<file path="config.mk">
export PLATFORM = sky130hd
export DESIGN_NAME = sdwt_core
export DESIGN_NICKNAME = d
export VERILOG_FILES = /design/src/sdwt_pkg.sv /design/src/sdwt_cmd_delay.sv /design/src/sdwt_core.sv
export SDC_FILE = /design/constraint.sdc
export NUM_CORES = 2
export LEC_CHECK = 0
export ABC_AREA = 1
export BUFFER_PORTS_ARGS = -buffer_cell sky130_fd_sc_hd__buf_4
export CAP_MARGIN = 20
export CORE_AREA = 3 3 424 426
export CTS_CLUSTER_SIZE = 12
export DETAILED_ROUTE_END_ITERATION = 10
export DIE_AREA = 0 0 427 429
export PLACE_DENSITY_LB_ADDON = 0.3
export SLEW_MARGIN = 20
export SYNTH_ARGS = -nofsm -noshare
export SYNTH_HDL_FRONTEND = slang
export SYNTH_SLANG_ARGS = --single-unit
export TNS_END_PERCENT = 5
</file>
<file path="constraint.sdc">
create_clock -name pclk -period 8.3 [get_ports pclk]
set_input_delay 1.66 -clock pclk [delete_from_list [all_inputs] [get_ports pclk]]
set_output_delay 1.66 -clock pclk [all_outputs]
set_load 0.01 [all_outputs]
</file>
<file path="src/sdwt_pkg.sv">
// Shared constants for the write turnaround timing block: register map, field positions,
// reset values, burst encodings and burst timing terms.
// Assumes a 32-bit APB register bus and one command clock for everything.
`default_nettype none
package sdwt_pkg;
  // Register byte offsets.
  localparam logic [7:0] OFS_CTRL = 8'h00;
  localparam logic [7:0] OFS_LAT  = 8'h04;
  localparam logic [7:0] OFS_TWR  = 8'h08;
  localparam logic [7:0] OFS_TWTR = 8'h0c;
  localparam logic [7:0] OFS_TRAS = 8'h10;
  localparam logic [7:0] OFS_STAT = 8'h14;
  // Field positions.
  localparam int unsigned CTRL_BL_LSB  = 0;
  localparam int unsigned CTRL_DBI_BIT = 2;
  localparam int unsigned CTRL_DM_BIT  = 3;
  localparam int unsigned LAT_AL_LSB   = 0;
  localparam int unsigned LAT_CWL_LSB  = 8;
  localparam int unsigned TWR_PL_LSB   = 0;
  localparam int unsigned TWR_DBI_LSB  = 8;
  localparam int unsigned TWTR_S_LSB   = 0;
  localparam int unsigned TWTR_L_LSB   = 8;
  localparam int unsigned STAT_PRE_BIT = 0;
  localparam int unsigned STAT_RD_BIT  = 1;
  localparam int unsigned STAT_RAS_BIT = 2;
  localparam int unsigned STAT_CFG_BIT = 3;
  localparam int unsigned STAT_BSY_BIT = 4;
  localparam int unsigned STAT_OPEN_LSB = 16;
  // Reset values.
  localparam logic [31:0] CTRL_RST = 32'h0000_0000;
  localparam logic [31:0] LAT_RST  = 32'h0000_0900;
  localparam logic [31:0] TWR_RST  = 32'h0000_0e0c;
  localparam logic [31:0] TWTR_RST = 32'h0000_0602;
  localparam logic [31:0] TRAS_RST = 32'h0000_0020;
  // Burst-length field encodings.
  localparam logic [1:0] BL_FIXED8 = 2'b00;
  localparam logic [1:0] BL_OTF    = 2'b01;
  localparam logic [1:0] BL_CHOP4  = 2'b10;
  // Burst terms in clocks: command-to-recovery term and data window length.
  localparam logic [7:0] TERM_FULL = 8'h04;
  localparam logic [7:0] TERM_CHOP = 8'h02;
  localparam logic [2:0] DATA_BL8  = 3'h4;
  localparam logic [2:0] DATA_BC4  = 3'h2;
  localparam int unsigned NBANK = 16;
endpackage
`default_nettype wire

</file>
<file path="src/sdwt_cmd_delay.sv">
// Delay line for write command records with two programmable taps.
// Assumes tap values stay below DEPTH; tap 0 returns the input of the same cycle.
`default_nettype none
module sdwt_cmd_delay #(
  parameter int unsigned W     = 7,
  parameter int unsigned DEPTH = 132,
  parameter int unsigned TW    = 8
) (
  input  wire logic          pclk,
  input  wire logic          presetn,
  input  wire logic [W-1:0]  din,
  input  wire logic [TW-1:0] tap_a,
  input  wire logic [TW-1:0] tap_b,
  output logic      [W-1:0]  out_a,
  output logic      [W-1:0]  out_b
);
  typedef struct packed {
    logic [DEPTH-1:0][W-1:0] line;
  } sdwt_delay_t;
  sdwt_delay_t s;
  sdwt_delay_t next_s;

  // Stage k holds the record taken k+1 cycles ago.
  always_comb begin
    next_s.line = {s.line[DEPTH-2:0], din};
  end

  always_ff @(posedge pclk or negedge presetn) begin
    if (!presetn) begin
      s <= '0;
    end else begin
      s <= next_s;
    end
  end

  // Tap reads; a zero tap bypasses the line so a write latency of one still works.
  assign out_a = (tap_a == '0) ? din : s.line[tap_a - 1'b1];
  assign out_b = (tap_b == '0) ? din : s.line[tap_b - 1'b1];
endmodule
`default_nettype wire

</file>
<file path="src/sdwt_core.sv">
// Write burst decode, write data window and write turnaround tracking for a DRAM.
// Assumes command pulses come from logic on pclk and an APB master configures the timing.
//
// Overview of operation
// - The fixed chop encoding in the burst field makes every write a four-beat burst.
// - With the on-the-fly encoding, A12 low chooses a four-beat chop and A12 high eight beats.
// - Eight beats come from the fixed eight-beat encoding or from on-the-fly with A12 high.
// - Write latency is additive latency plus CAS write latency, counted from the write.
// - Write recovery counts from the first rising edge after the last write data beat, or after the eight-beat end for an on-the-fly chop.
// - A write with A10 high precharges its bank itself after the burst; A10 low leaves it open.
// - Masking applies to writes only and is never active together with data inversion.
//
// The APB register port and the address map were decided locally.
`default_nettype none
module sdwt_core #(
  parameter int unsigned DEPTH = 132
) (
  input  wire logic        pclk,
  input  wire logic        presetn,
  input  wire logic [7:0]  paddr,
  input  wire logic        psel,
  input  wire logic        penable,
  input  wire logic        pwrite,
  input  wire logic [31:0] pwdata,
  output logic      [31:0] prdata,
  output logic             pready,
  output logic             pslverr,
  input  wire logic        cmd_act,
  input  wire logic        cmd_wr,
  input  wire logic        cmd_rd,
  input  wire logic        cmd_pre,
  input  wire logic [3:0]  cmd_bank,
  input  wire logic        cmd_a10,
  input  wire logic        cmd_a12,
  output logic             wdata_take,
  output logic             wdata_mask_en,
  output logic             wdata_inv_en,
  output logic [15:0]      bank_open,
  output logic             auto_pre,
  output logic [3:0]       auto_pre_bank
);
  import sdwt_pkg::*;

  typedef struct packed {
    logic [31:0]       ctrl;
    logic [31:0]       lat;
    logic [31:0]       twr;
    logic [31:0]       twtr;
    logic [31:0]       tras;
    logic [2:0]        sticky;
    logic [31:0]       rdata;
    logic [15:0]       open;
    logic [15:0]       pend;
    logic [15:0]       ap;
    logic [15:0][7:0]  rec;
    logic [15:0][7:0]  ras;
    logic [7:0]        wtr_s;
    logic [7:0]        wtr_l;
    logic [1:0]        last_bg;
    logic [2:0]        beats;
    logic [4:0]        inflight;
    logic              auto_pre;
    logic [3:0]        auto_bank;
  } sdwt_state_t;

  sdwt_state_t s;
  sdwt_state_t next_s;

  // Decide eight beats from the burst field and A12.
  function automatic logic burst_is_bl8(input logic [1:0] fld, input logic a12);
    burst_is_bl8 = (fld == BL_FIXED8) || ((fld == BL_OTF) && a12);
  endfunction

  // Address decode shared by read and write paths; returns 1 for a mapped offset.
  function automatic logic addr_mapped(input logic [7:0] a);
    addr_mapped = (a == OFS_CTRL) || (a == OFS_LAT) || (a == OFS_TWR) ||
                  (a == OFS_TWTR) || (a == OFS_TRAS) || (a == OFS_STAT);
  endfunction

  logic [1:0] fld;
  logic       dbi_en;
  logic       dm_en;
  logic [7:0] wl;
  logic [7:0] term;
  logic [7:0] tap_start;
  logic [7:0] tap_end;
  logic [6:0] entry;
  logic [6:0] rec_start;
  logic [6:0] rec_end;

  assign fld    = s.ctrl[CTRL_BL_LSB +: 2];
  assign dbi_en = s.ctrl[CTRL_DBI_BIT];
  assign dm_en  = s.ctrl[CTRL_DM_BIT];
  // Write latency sums the two latency fields.
  assign wl = {2'b00, s.lat[LAT_AL_LSB +: 6]} + {2'b00, s.lat[LAT_CWL_LSB +: 6]};
  // Fixed chop shortens the recovery start term; on-the-fly chop keeps the full term.
  assign term = (fld == BL_CHOP4) ? TERM_CHOP : TERM_FULL;
  // Taps land one cycle early so the loaded counters are live in the cycle itself.
  assign tap_start = (wl == 8'h00) ? 8'h00 : wl - 8'h01;
  assign tap_end   = wl + term - 8'h01;

  // Record: valid, eight beats, fixed chop, bank index.
  assign entry = {cmd_wr, burst_is_bl8(fld, cmd_a12), fld == BL_CHOP4, cmd_bank};

  sdwt_cmd_delay #(
    .W     (7),
    .DEPTH (DEPTH),
    .TW    (8)
  ) u_delay (
    .pclk    (pclk),
    .presetn (presetn),
    .din     (entry),
    .tap_a   (tap_start),
    .tap_b   (tap_end),
    .out_a   (rec_start),
    .out_b   (rec_end)
  );

  // Whole next-state computation: counters, bank bookkeeping, checks and APB.
  always_comb begin
    logic       found;
    logic       inc;
    logic       dec;
    logic       acc;
    logic       setup;
    logic [2:0] set_f;
    logic [2:0] clr_f;
    logic [3:0] eb;
    found = 1'b0;
    inc   = cmd_wr;
    dec   = rec_end[6];
    acc   = psel && penable;
    setup = psel && !penable;
    set_f = 3'b000;
    clr_f = 3'b000;
    eb    = rec_end[3:0];
    next_s = s;
    next_s.auto_pre = 1'b0;
    // Free-running down counters stop at zero.
    for (int i = 0; i < NBANK; i++) begin
      if (s.rec[i] != 8'h00) next_s.rec[i] = s.rec[i] - 8'h01;
      if (s.ras[i] != 8'h00) next_s.ras[i] = s.ras[i] - 8'h01;
    end
    if (s.wtr_s != 8'h00) next_s.wtr_s = s.wtr_s - 8'h01;
    if (s.wtr_l != 8'h00) next_s.wtr_l = s.wtr_l - 8'h01;
    if (s.beats != 3'h0) next_s.beats = s.beats - 3'h1;
    // Data window opens at write latency and spans four or two clocks.
    if (rec_start[6]) begin
      next_s.beats = rec_start[5] ? DATA_BL8 : DATA_BC4;
    end
    // Burst over: recovery and write-to-read timers start together.
    if (rec_end[6]) begin
      next_s.rec[eb] = dbi_en ? s.twr[TWR_DBI_LSB +: 8] : s.twr[TWR_PL_LSB +: 8];
      next_s.pend[eb] = 1'b0;
      next_s.wtr_s = s.twtr[TWTR_S_LSB +: 8];
      next_s.wtr_l = s.twtr[TWTR_L_LSB +: 8];
      next_s.last_bg = eb[3:2];
    end
    if (cmd_act) begin
      next_s.open[cmd_bank] = 1'b1;
      // One less than tRAS, so a precharge exactly tRAS clocks after the activate is legal.
      next_s.ras[cmd_bank] = (s.tras[7:0] == 8'h00) ? 8'h00 : s.tras[7:0] - 8'h01;
    end
    if (cmd_wr) begin
      next_s.pend[cmd_bank] = 1'b1;
      next_s.ap[cmd_bank] = cmd_a10;
    end
    // Early reads count against whichever write-to-read timer matches the group.
    if (cmd_rd) begin
      if (s.inflight != 5'h00) begin
        set_f[STAT_RD_BIT] = 1'b1;
      end else if (cmd_bank[3:2] == s.last_bg) begin
        if (s.wtr_l != 8'h00) set_f[STAT_RD_BIT] = 1'b1;
      end else begin
        if (s.wtr_s != 8'h00) set_f[STAT_RD_BIT] = 1'b1;
      end
    end
    if (cmd_pre) begin
      if (s.pend[cmd_bank] || s.rec[cmd_bank] != 8'h00) set_f[STAT_PRE_BIT] = 1'b1;
      if (s.ras[cmd_bank] != 8'h00) set_f[STAT_RAS_BIT] = 1'b1;
      next_s.open[cmd_bank] = 1'b0;
      next_s.ap[cmd_bank] = 1'b0;
    end
    // Internal precharge waits for recovery and tRAS; one bank closes per clock.
    for (int i = 0; i < NBANK; i++) begin
      if (!found && s.ap[i] && !s.pend[i] && s.rec[i] == 8'h00 && s.ras[i] == 8'h00) begin
        found = 1'b1;
        next_s.ap[i] = 1'b0;
        next_s.open[i] = 1'b0;
        next_s.auto_pre = 1'b1;
        next_s.auto_bank = 4'(i);
      end
    end
    next_s.inflight = s.inflight + 5'(inc) - 5'(dec);
    // Register writes take effect at the access edge.
    if (acc && pwrite) begin
      if (paddr == OFS_CTRL) begin
        next_s.ctrl = pwdata & 32'h0000_000f;
      end else if (paddr == OFS_LAT) begin
        next_s.lat = pwdata & 32'h0000_3f3f;
      end else if (paddr == OFS_TWR) begin
        next_s.twr = pwdata & 32'h0000_ffff;
      end else if (paddr == OFS_TWTR) begin
        next_s.twtr = pwdata & 32'h0000_ffff;
      end else if (paddr == OFS_TRAS) begin
        next_s.tras = pwdata & 32'h0000_00ff;
      end else if (paddr == OFS_STAT) begin
        clr_f = pwdata[2:0];
      end
    end
    // A violation in the clearing cycle survives the clear.
    next_s.sticky = (s.sticky & ~clr_f) | set_f;
    // Read data is fetched in the setup cycle so zero-wait access phases see it.
    if (setup && !pwrite) begin
      if (paddr == OFS_CTRL) begin
        next_s.rdata = s.ctrl;
      end else if (paddr == OFS_LAT) begin
        next_s.rdata = s.lat;
      end else if (paddr == OFS_TWR) begin
        next_s.rdata = s.twr;
      end else if (paddr == OFS_TWTR) begin
        next_s.rdata = s.twtr;
      end else if (paddr == OFS_TRAS) begin
        next_s.rdata = s.tras;
      end else if (paddr == OFS_STAT) begin
        next_s.rdata = {s.open, 11'h000, s.inflight != 5'h00, dm_en && dbi_en, s.sticky};
      end else begin
        next_s.rdata = 32'h0000_0000;
      end
    end
  end

  // All state registers on the one clock.
  always_ff @(posedge pclk or negedge presetn) begin
    if (!presetn) begin
      s <= '0;
      s.ctrl <= CTRL_RST;
      s.lat <= LAT_RST;
      s.twr <= TWR_RST;
      s.twtr <= TWTR_RST;
      s.tras <= TRAS_RST;
    end else begin
      s <= next_s;
    end
  end

  assign prdata  = s.rdata;
  assign pready  = 1'b1;
  assign pslverr = psel && penable && !addr_mapped(paddr);
  assign wdata_take = s.beats != 3'h0;
  // Mask and inversion share one pin per lane, so inversion takes the pin when both are set.
  assign wdata_mask_en = dm_en && !dbi_en;
  assign wdata_inv_en  = dbi_en;
  assign bank_open     = s.open;
  assign auto_pre      = s.auto_pre;
  assign auto_pre_bank = s.auto_bank;

  // Bank of the record leaving the line, kept for the recovery load checks.
  logic [3:0] eb_q;
  assign eb_q = rec_end[3:0];
endmodule
`default_nettype wire

</file>
Yosys cells after proc, flatten, opt, wreduce, memory -nomap -nowiden
Index checks and enable logic that the tools add are counted.
Storage, ports and cells
  memories kept: 0
  latch bits: 0
  logic and storage cells: 610
  output and inout port bits: 58
  memory bits (writable): 0
  register bits after elaboration: 1350
  memory bits (read-only): 0
  input bits: 55
Operators by class
  bitwise logic cells: 14
  magnitude comparators: 6
  shifts and indexed selects: 0
  add/subtract/negate cells: 44
  equality and inequality tests: 8
  reductions and logical operators: 200
  multiplexer cells: 157
  $mul: 0
  divide/modulo/power cells: 0
Operator list (number)
  two-way mux 8 bit: 41
  subtractor 8 x 1 -> 8 bit, second input constant: 38
  zero test 8 bit: 37
  nonzero test 8 bit: 36
  bitwise mux 128 bit: 2
  two-way mux 128 bit: 2
  two-way mux 32 bit: 7
  binary-select mux 7 bit (select 8 bit): 2
  two-way mux 5 bit: 16
  logical AND 1 bit: 73
  binary-select mux 8 bit (select 4 bit): 2
  demux 8 bit (select 4 bit): 2
  two-way mux 16 bit: 4
  two-way mux 1 bit: 59
  AND 16 bit: 3
  zero test 1 bit: 35
  two-way mux 3 bit: 11
  NOT 16 bit: 2
  bitwise OR 16 bit: 2
  two-way mux 7 bit: 4
  < comparator 8 x 9 -> 1 bit, second input constant: 2
  two-way mux 18 bit: 1
  bitwise mux 16 bit: 1
  == test 8 x 4 -> 1 bit, second input constant: 2
  30 further kinds: 45

Depth between registers and ports, before layout
  word-level depth: 95
  mapped depth: 33
  depth with buffers taken out: 31

By module
From an unflattened synthesis, not the netlist that was laid out.
Unflattened totals
  cell total of the unflattened synthesis: 8639
  area, all modules: 69012.4 µm²
Modules (own cells, without submodules)
  sdwt_cmd_delay: times used 1, area an instance 44063.5 µm², cells each 5562, sequential area each 23122.2 µm²
  sdwt_core: times used 1, area an instance 24948.9 µm², cells each 3077, sequential area each 10674.0 µm²

Worst setup path after synthesis
No wires, ideal clock.
  kind: register to register
  start: register s[466] (netlist name)
  end: register s[9] (netlist name)
  required time: 8.221 ns
  slack: 2.755 ns
  path buffers: 4
  stages on the path, launching flop included: 30
  period minus slack after synthesis: 5.545 ns
  arrival time: 5.466 ns
  setup time: 0.079 ns
  path through: dfrtp_1 -> ha_1 -> fa_1 -> inv_1 -> ha_1 -> inv_1 -> ha_1 -> fa_1 -> xnor2_1 -> buf_2 -> buf_2 -> o21ai_0 -> o311ai_0 -> nand3_1 -> nand3_1 -> nand3_1 -> nand2_1 -> nand2_1 -> nand2_1 -> nand2_2 -> inv_1 -> buf_2 -> buf_2 -> ha_1 -> inv_1 -> ha_1 -> inv_1 -> fa_1 -> o21ai_0 -> xor2_1
RTL lines
  from (decl): line sdwt_core.sv:66  | sdwt_state_t s;
  from (signal assigned): line sdwt_core.sv:243  | s <= next_s;

==> metrics.yaml <==
sta:
  finalCriticalPeriod_ns: 6.71
  setup_violations: 0
  max_freq_ghz: 0.149
  tightest_slew_ns: 1.14
  clock_skew_ns: 0.0295
  hold_viol_final: 0
  finalCritPeriodShare: 0.808
  slew_violations: 0
  rsz0062_at_grt: "false"
  maxSlewHeadroom: 0.231
  tns_ns: 0
logic_synthesis:
  synth_edf_count: 0
  syn_inst: 5726
  synth_area_um2: 52800
  synth_seq_cells: 1218
  synth_fp_nets: 5873
  synthArstFlopShare: 1.00
  ys.flop_type: "dfrtp_1"
  yosys_warnings: 0
  syn_avg_cell_area_um2: 9.22
  ys_seq_area_frac: 0.578
  ys_types: 66
routing:
  dr.pass1.iters: 5
  vias_per_cell: 4.86
  drc: 0
  drtIter0Drc: 3150
  num_vias: 39700
  detail_route.wirelength_mm: 144
  drtAntennaViolNets: 0
  wire_per_inst_um: 17.6
finish:
  final_nets: 5876
  multi_input_area_um2: 18900
  drive_above_1_share: 0.0804
  area_growth_syn_to_layout_pct: 14.3
  seq_area_um2: 30500
  fillCellCount: 18000
  fin_cells: 8173
clock_tree:
  clkTransAtPathRegs_ns: 0.06
  cts_tree: "done"
  hold_buffers: 0
  cts.sinks: 1218
  post_cts_buffers: 0
  cts_max_path_buffers: 3
  cts_resized: 0
  cts_buffers: 137
  htreeDepth: 4
  cts-root-buf: "clkbuf_16"
  worstSkewPairLatency_ns: 0.76
placed_design:
  dp_hpwl_mm: 87.6
  numPortBuffers: 95
  dp_cells: 7929
  place_congestion: 0.808
run_status:
  outcome: "finished, final reports clean"
global_routing:
  grt_max_degree: 167
  grt_pass1_vias: 39900
  grtUsageTotal: 0.156
  antenna_found_initial: 3
  grt-ovfl-total: 0
  grt_pass1_wl_mm: 229
floorplan:
  die_w_um: 427
  rows: 154
  die-area_um2: 183000
  core_area_um2: 176000
  boundaryPins: 113
  initial_utilization: 0.300
  die_y_um: 429
worst_setup_path:
  critical_path_required_ns: 8.98
  cpLargestDelayFamily: "adder cells"
  cp.depth: 28
  reg2reg_depth: 28
  reg2reg_from: "s[474]"
  worst-path-max-fanout: 37
  r2r_end: "s[9]"
  cp.arrival_ns: 7.39
  r2r_slack_ns: 1.59
  start_kind: "flip-flop"
  crit_start: "s[474]"
  crit_end: "s[9]"
  crit_buf_inv: 6
  end_kind: "flip-flop"
  crit_type: "reg -> reg"
  critPathSlowestCell: "inv_2"
  slowest_delay_ns: 0.74
min_path:
  hp-class: "reg -> reg"
power_and_ir_drop:
  total_leakage_power_uw: 0.0282
  p_total_uw: 18400
  powerDensity_nw_per_um2: 305
  vdd_drop_max_uv: 221
job:
  maxCapViolCount: 0
## layer usage
layer  track usage  wire length, µm  vias to the layer above
li1              -                -                    18900
met1         0.213            65500                    19700
met5             0                0                        -
met2         0.257            68500                      866
met4        0.0440             3480                        0
met3        0.0241             6110                      219
## stage by stage
stage                     area, µm²   util  hold WS, ns  setup slack, ns
after global placement        55700  0.316        0.348             1.58
final                         60300  0.342        0.359             1.59
after global routing          60300  0.342        0.372             1.13
after floorplan               52800      -        0.345             2.76
after detailed placement      55700  0.316        0.351             1.57
after CTS                     60300  0.342        0.358             1.57
## power by group
group          switching [µW]  total [µW]  internal (µW)
registers                 599        7400           6800
logic                    2990        4760           1760
clock network            2520        6240           3710
## synth_stat cells, types with 77 or more instances
master | instances | area share
buf_2 | 82 | 0.0078
ha_1 | 89 | 0.021
nand4_1 | 143 | 0.017
nand3_1 | 552 | 0.052
a21oi_1 | 152 | 0.014
inv_1 | 520 | 0.037
o21ai_1 | 77 | 0.0073
clkbuf_1 | 118 | 0.0084
dfrtp_1 | 1207 | 0.57
xor2_1 | 86 | 0.014
nand2_1 | 1263 | 0.090
a22oi_1 | 82 | 0.012
nor2_1 | 386 | 0.027
o22ai_1 | 117 | 0.014
o21ai_0 | 347 | 0.033
## worst min-delay path by stage
| stage | cells after the start | from | to | slack, ns |
|---|---|---|---|---|
| CTS | 0 | u_delay.next_s[504] | u_delay.next_s[511] | 0.36 |
| floorplan | 0 | u_delay.next_s[96] | u_delay.next_s[103] | 0.35 |
| global route | 0 | u_delay.next_s[796] | u_delay.next_s[803] | 0.37 |
| finish | 0 | u_delay.next_s[504] | u_delay.next_s[511] | 0.36 |
| detailed placement | 0 | u_delay.next_s[68] | u_delay.next_s[75] | 0.35 |
| global placement | 0 | u_delay.next_s[68] | u_delay.next_s[75] | 0.35 |
## registers in the layout (all words and copies together), names as in the netlist
name / flops
dm_en: 1
u_delay.s: 6
prdata: 32
u_delay.next_s: 786
wdata_inv_en: 1
auto_pre: 1
auto_pre_bank: 4
bank_open: 16
s: 369
fld: 2
## cell families (layout without fill, tap and decap cells)
kind of cell | after synthesis | count (layout) | synth area share
flip-flops | 1218 | 1218 | 0.578
AND/OR/NAND/NOR | 2547 | 2547 | 0.212
buffers and inverters | 827 | 933 | 0.0650
adder cells (fa/ha/maj) | 92 | 92 | 0.0222
other | 1 | 2 | 0.0000710
AO/OA/AOI/OAI | 891 | 891 | 0.0975
multiplexers | 2 | 2 | 0.000379
XOR/XNOR | 148 | 148 | 0.0250
## cells in the final DEF, fill, tap and decap left out, drive strengths merged, types with 60 or more instances in the layout
cell type and count:
nand2 1282, dfrtp 1207, nand3 555, inv 538, o21ai 427, nor2 399, clkbuf 195, a21oi 154
buf 150, nand4 143, o22ai 117, ha 89, xor2 88, a22oi 82, xnor2 60
## area by class of cell
type	instances	area share
sequential	1218	0.506
antenna	1	0.0000415
timing repair buffer	150	0.0213
multi-input combinational	3681	0.314
clock buffer	195	0.0650
tap	2340	0.0485
inverter	541	0.0338
clock inverter	47	0.0118
(Power assumes the default switching activity.)
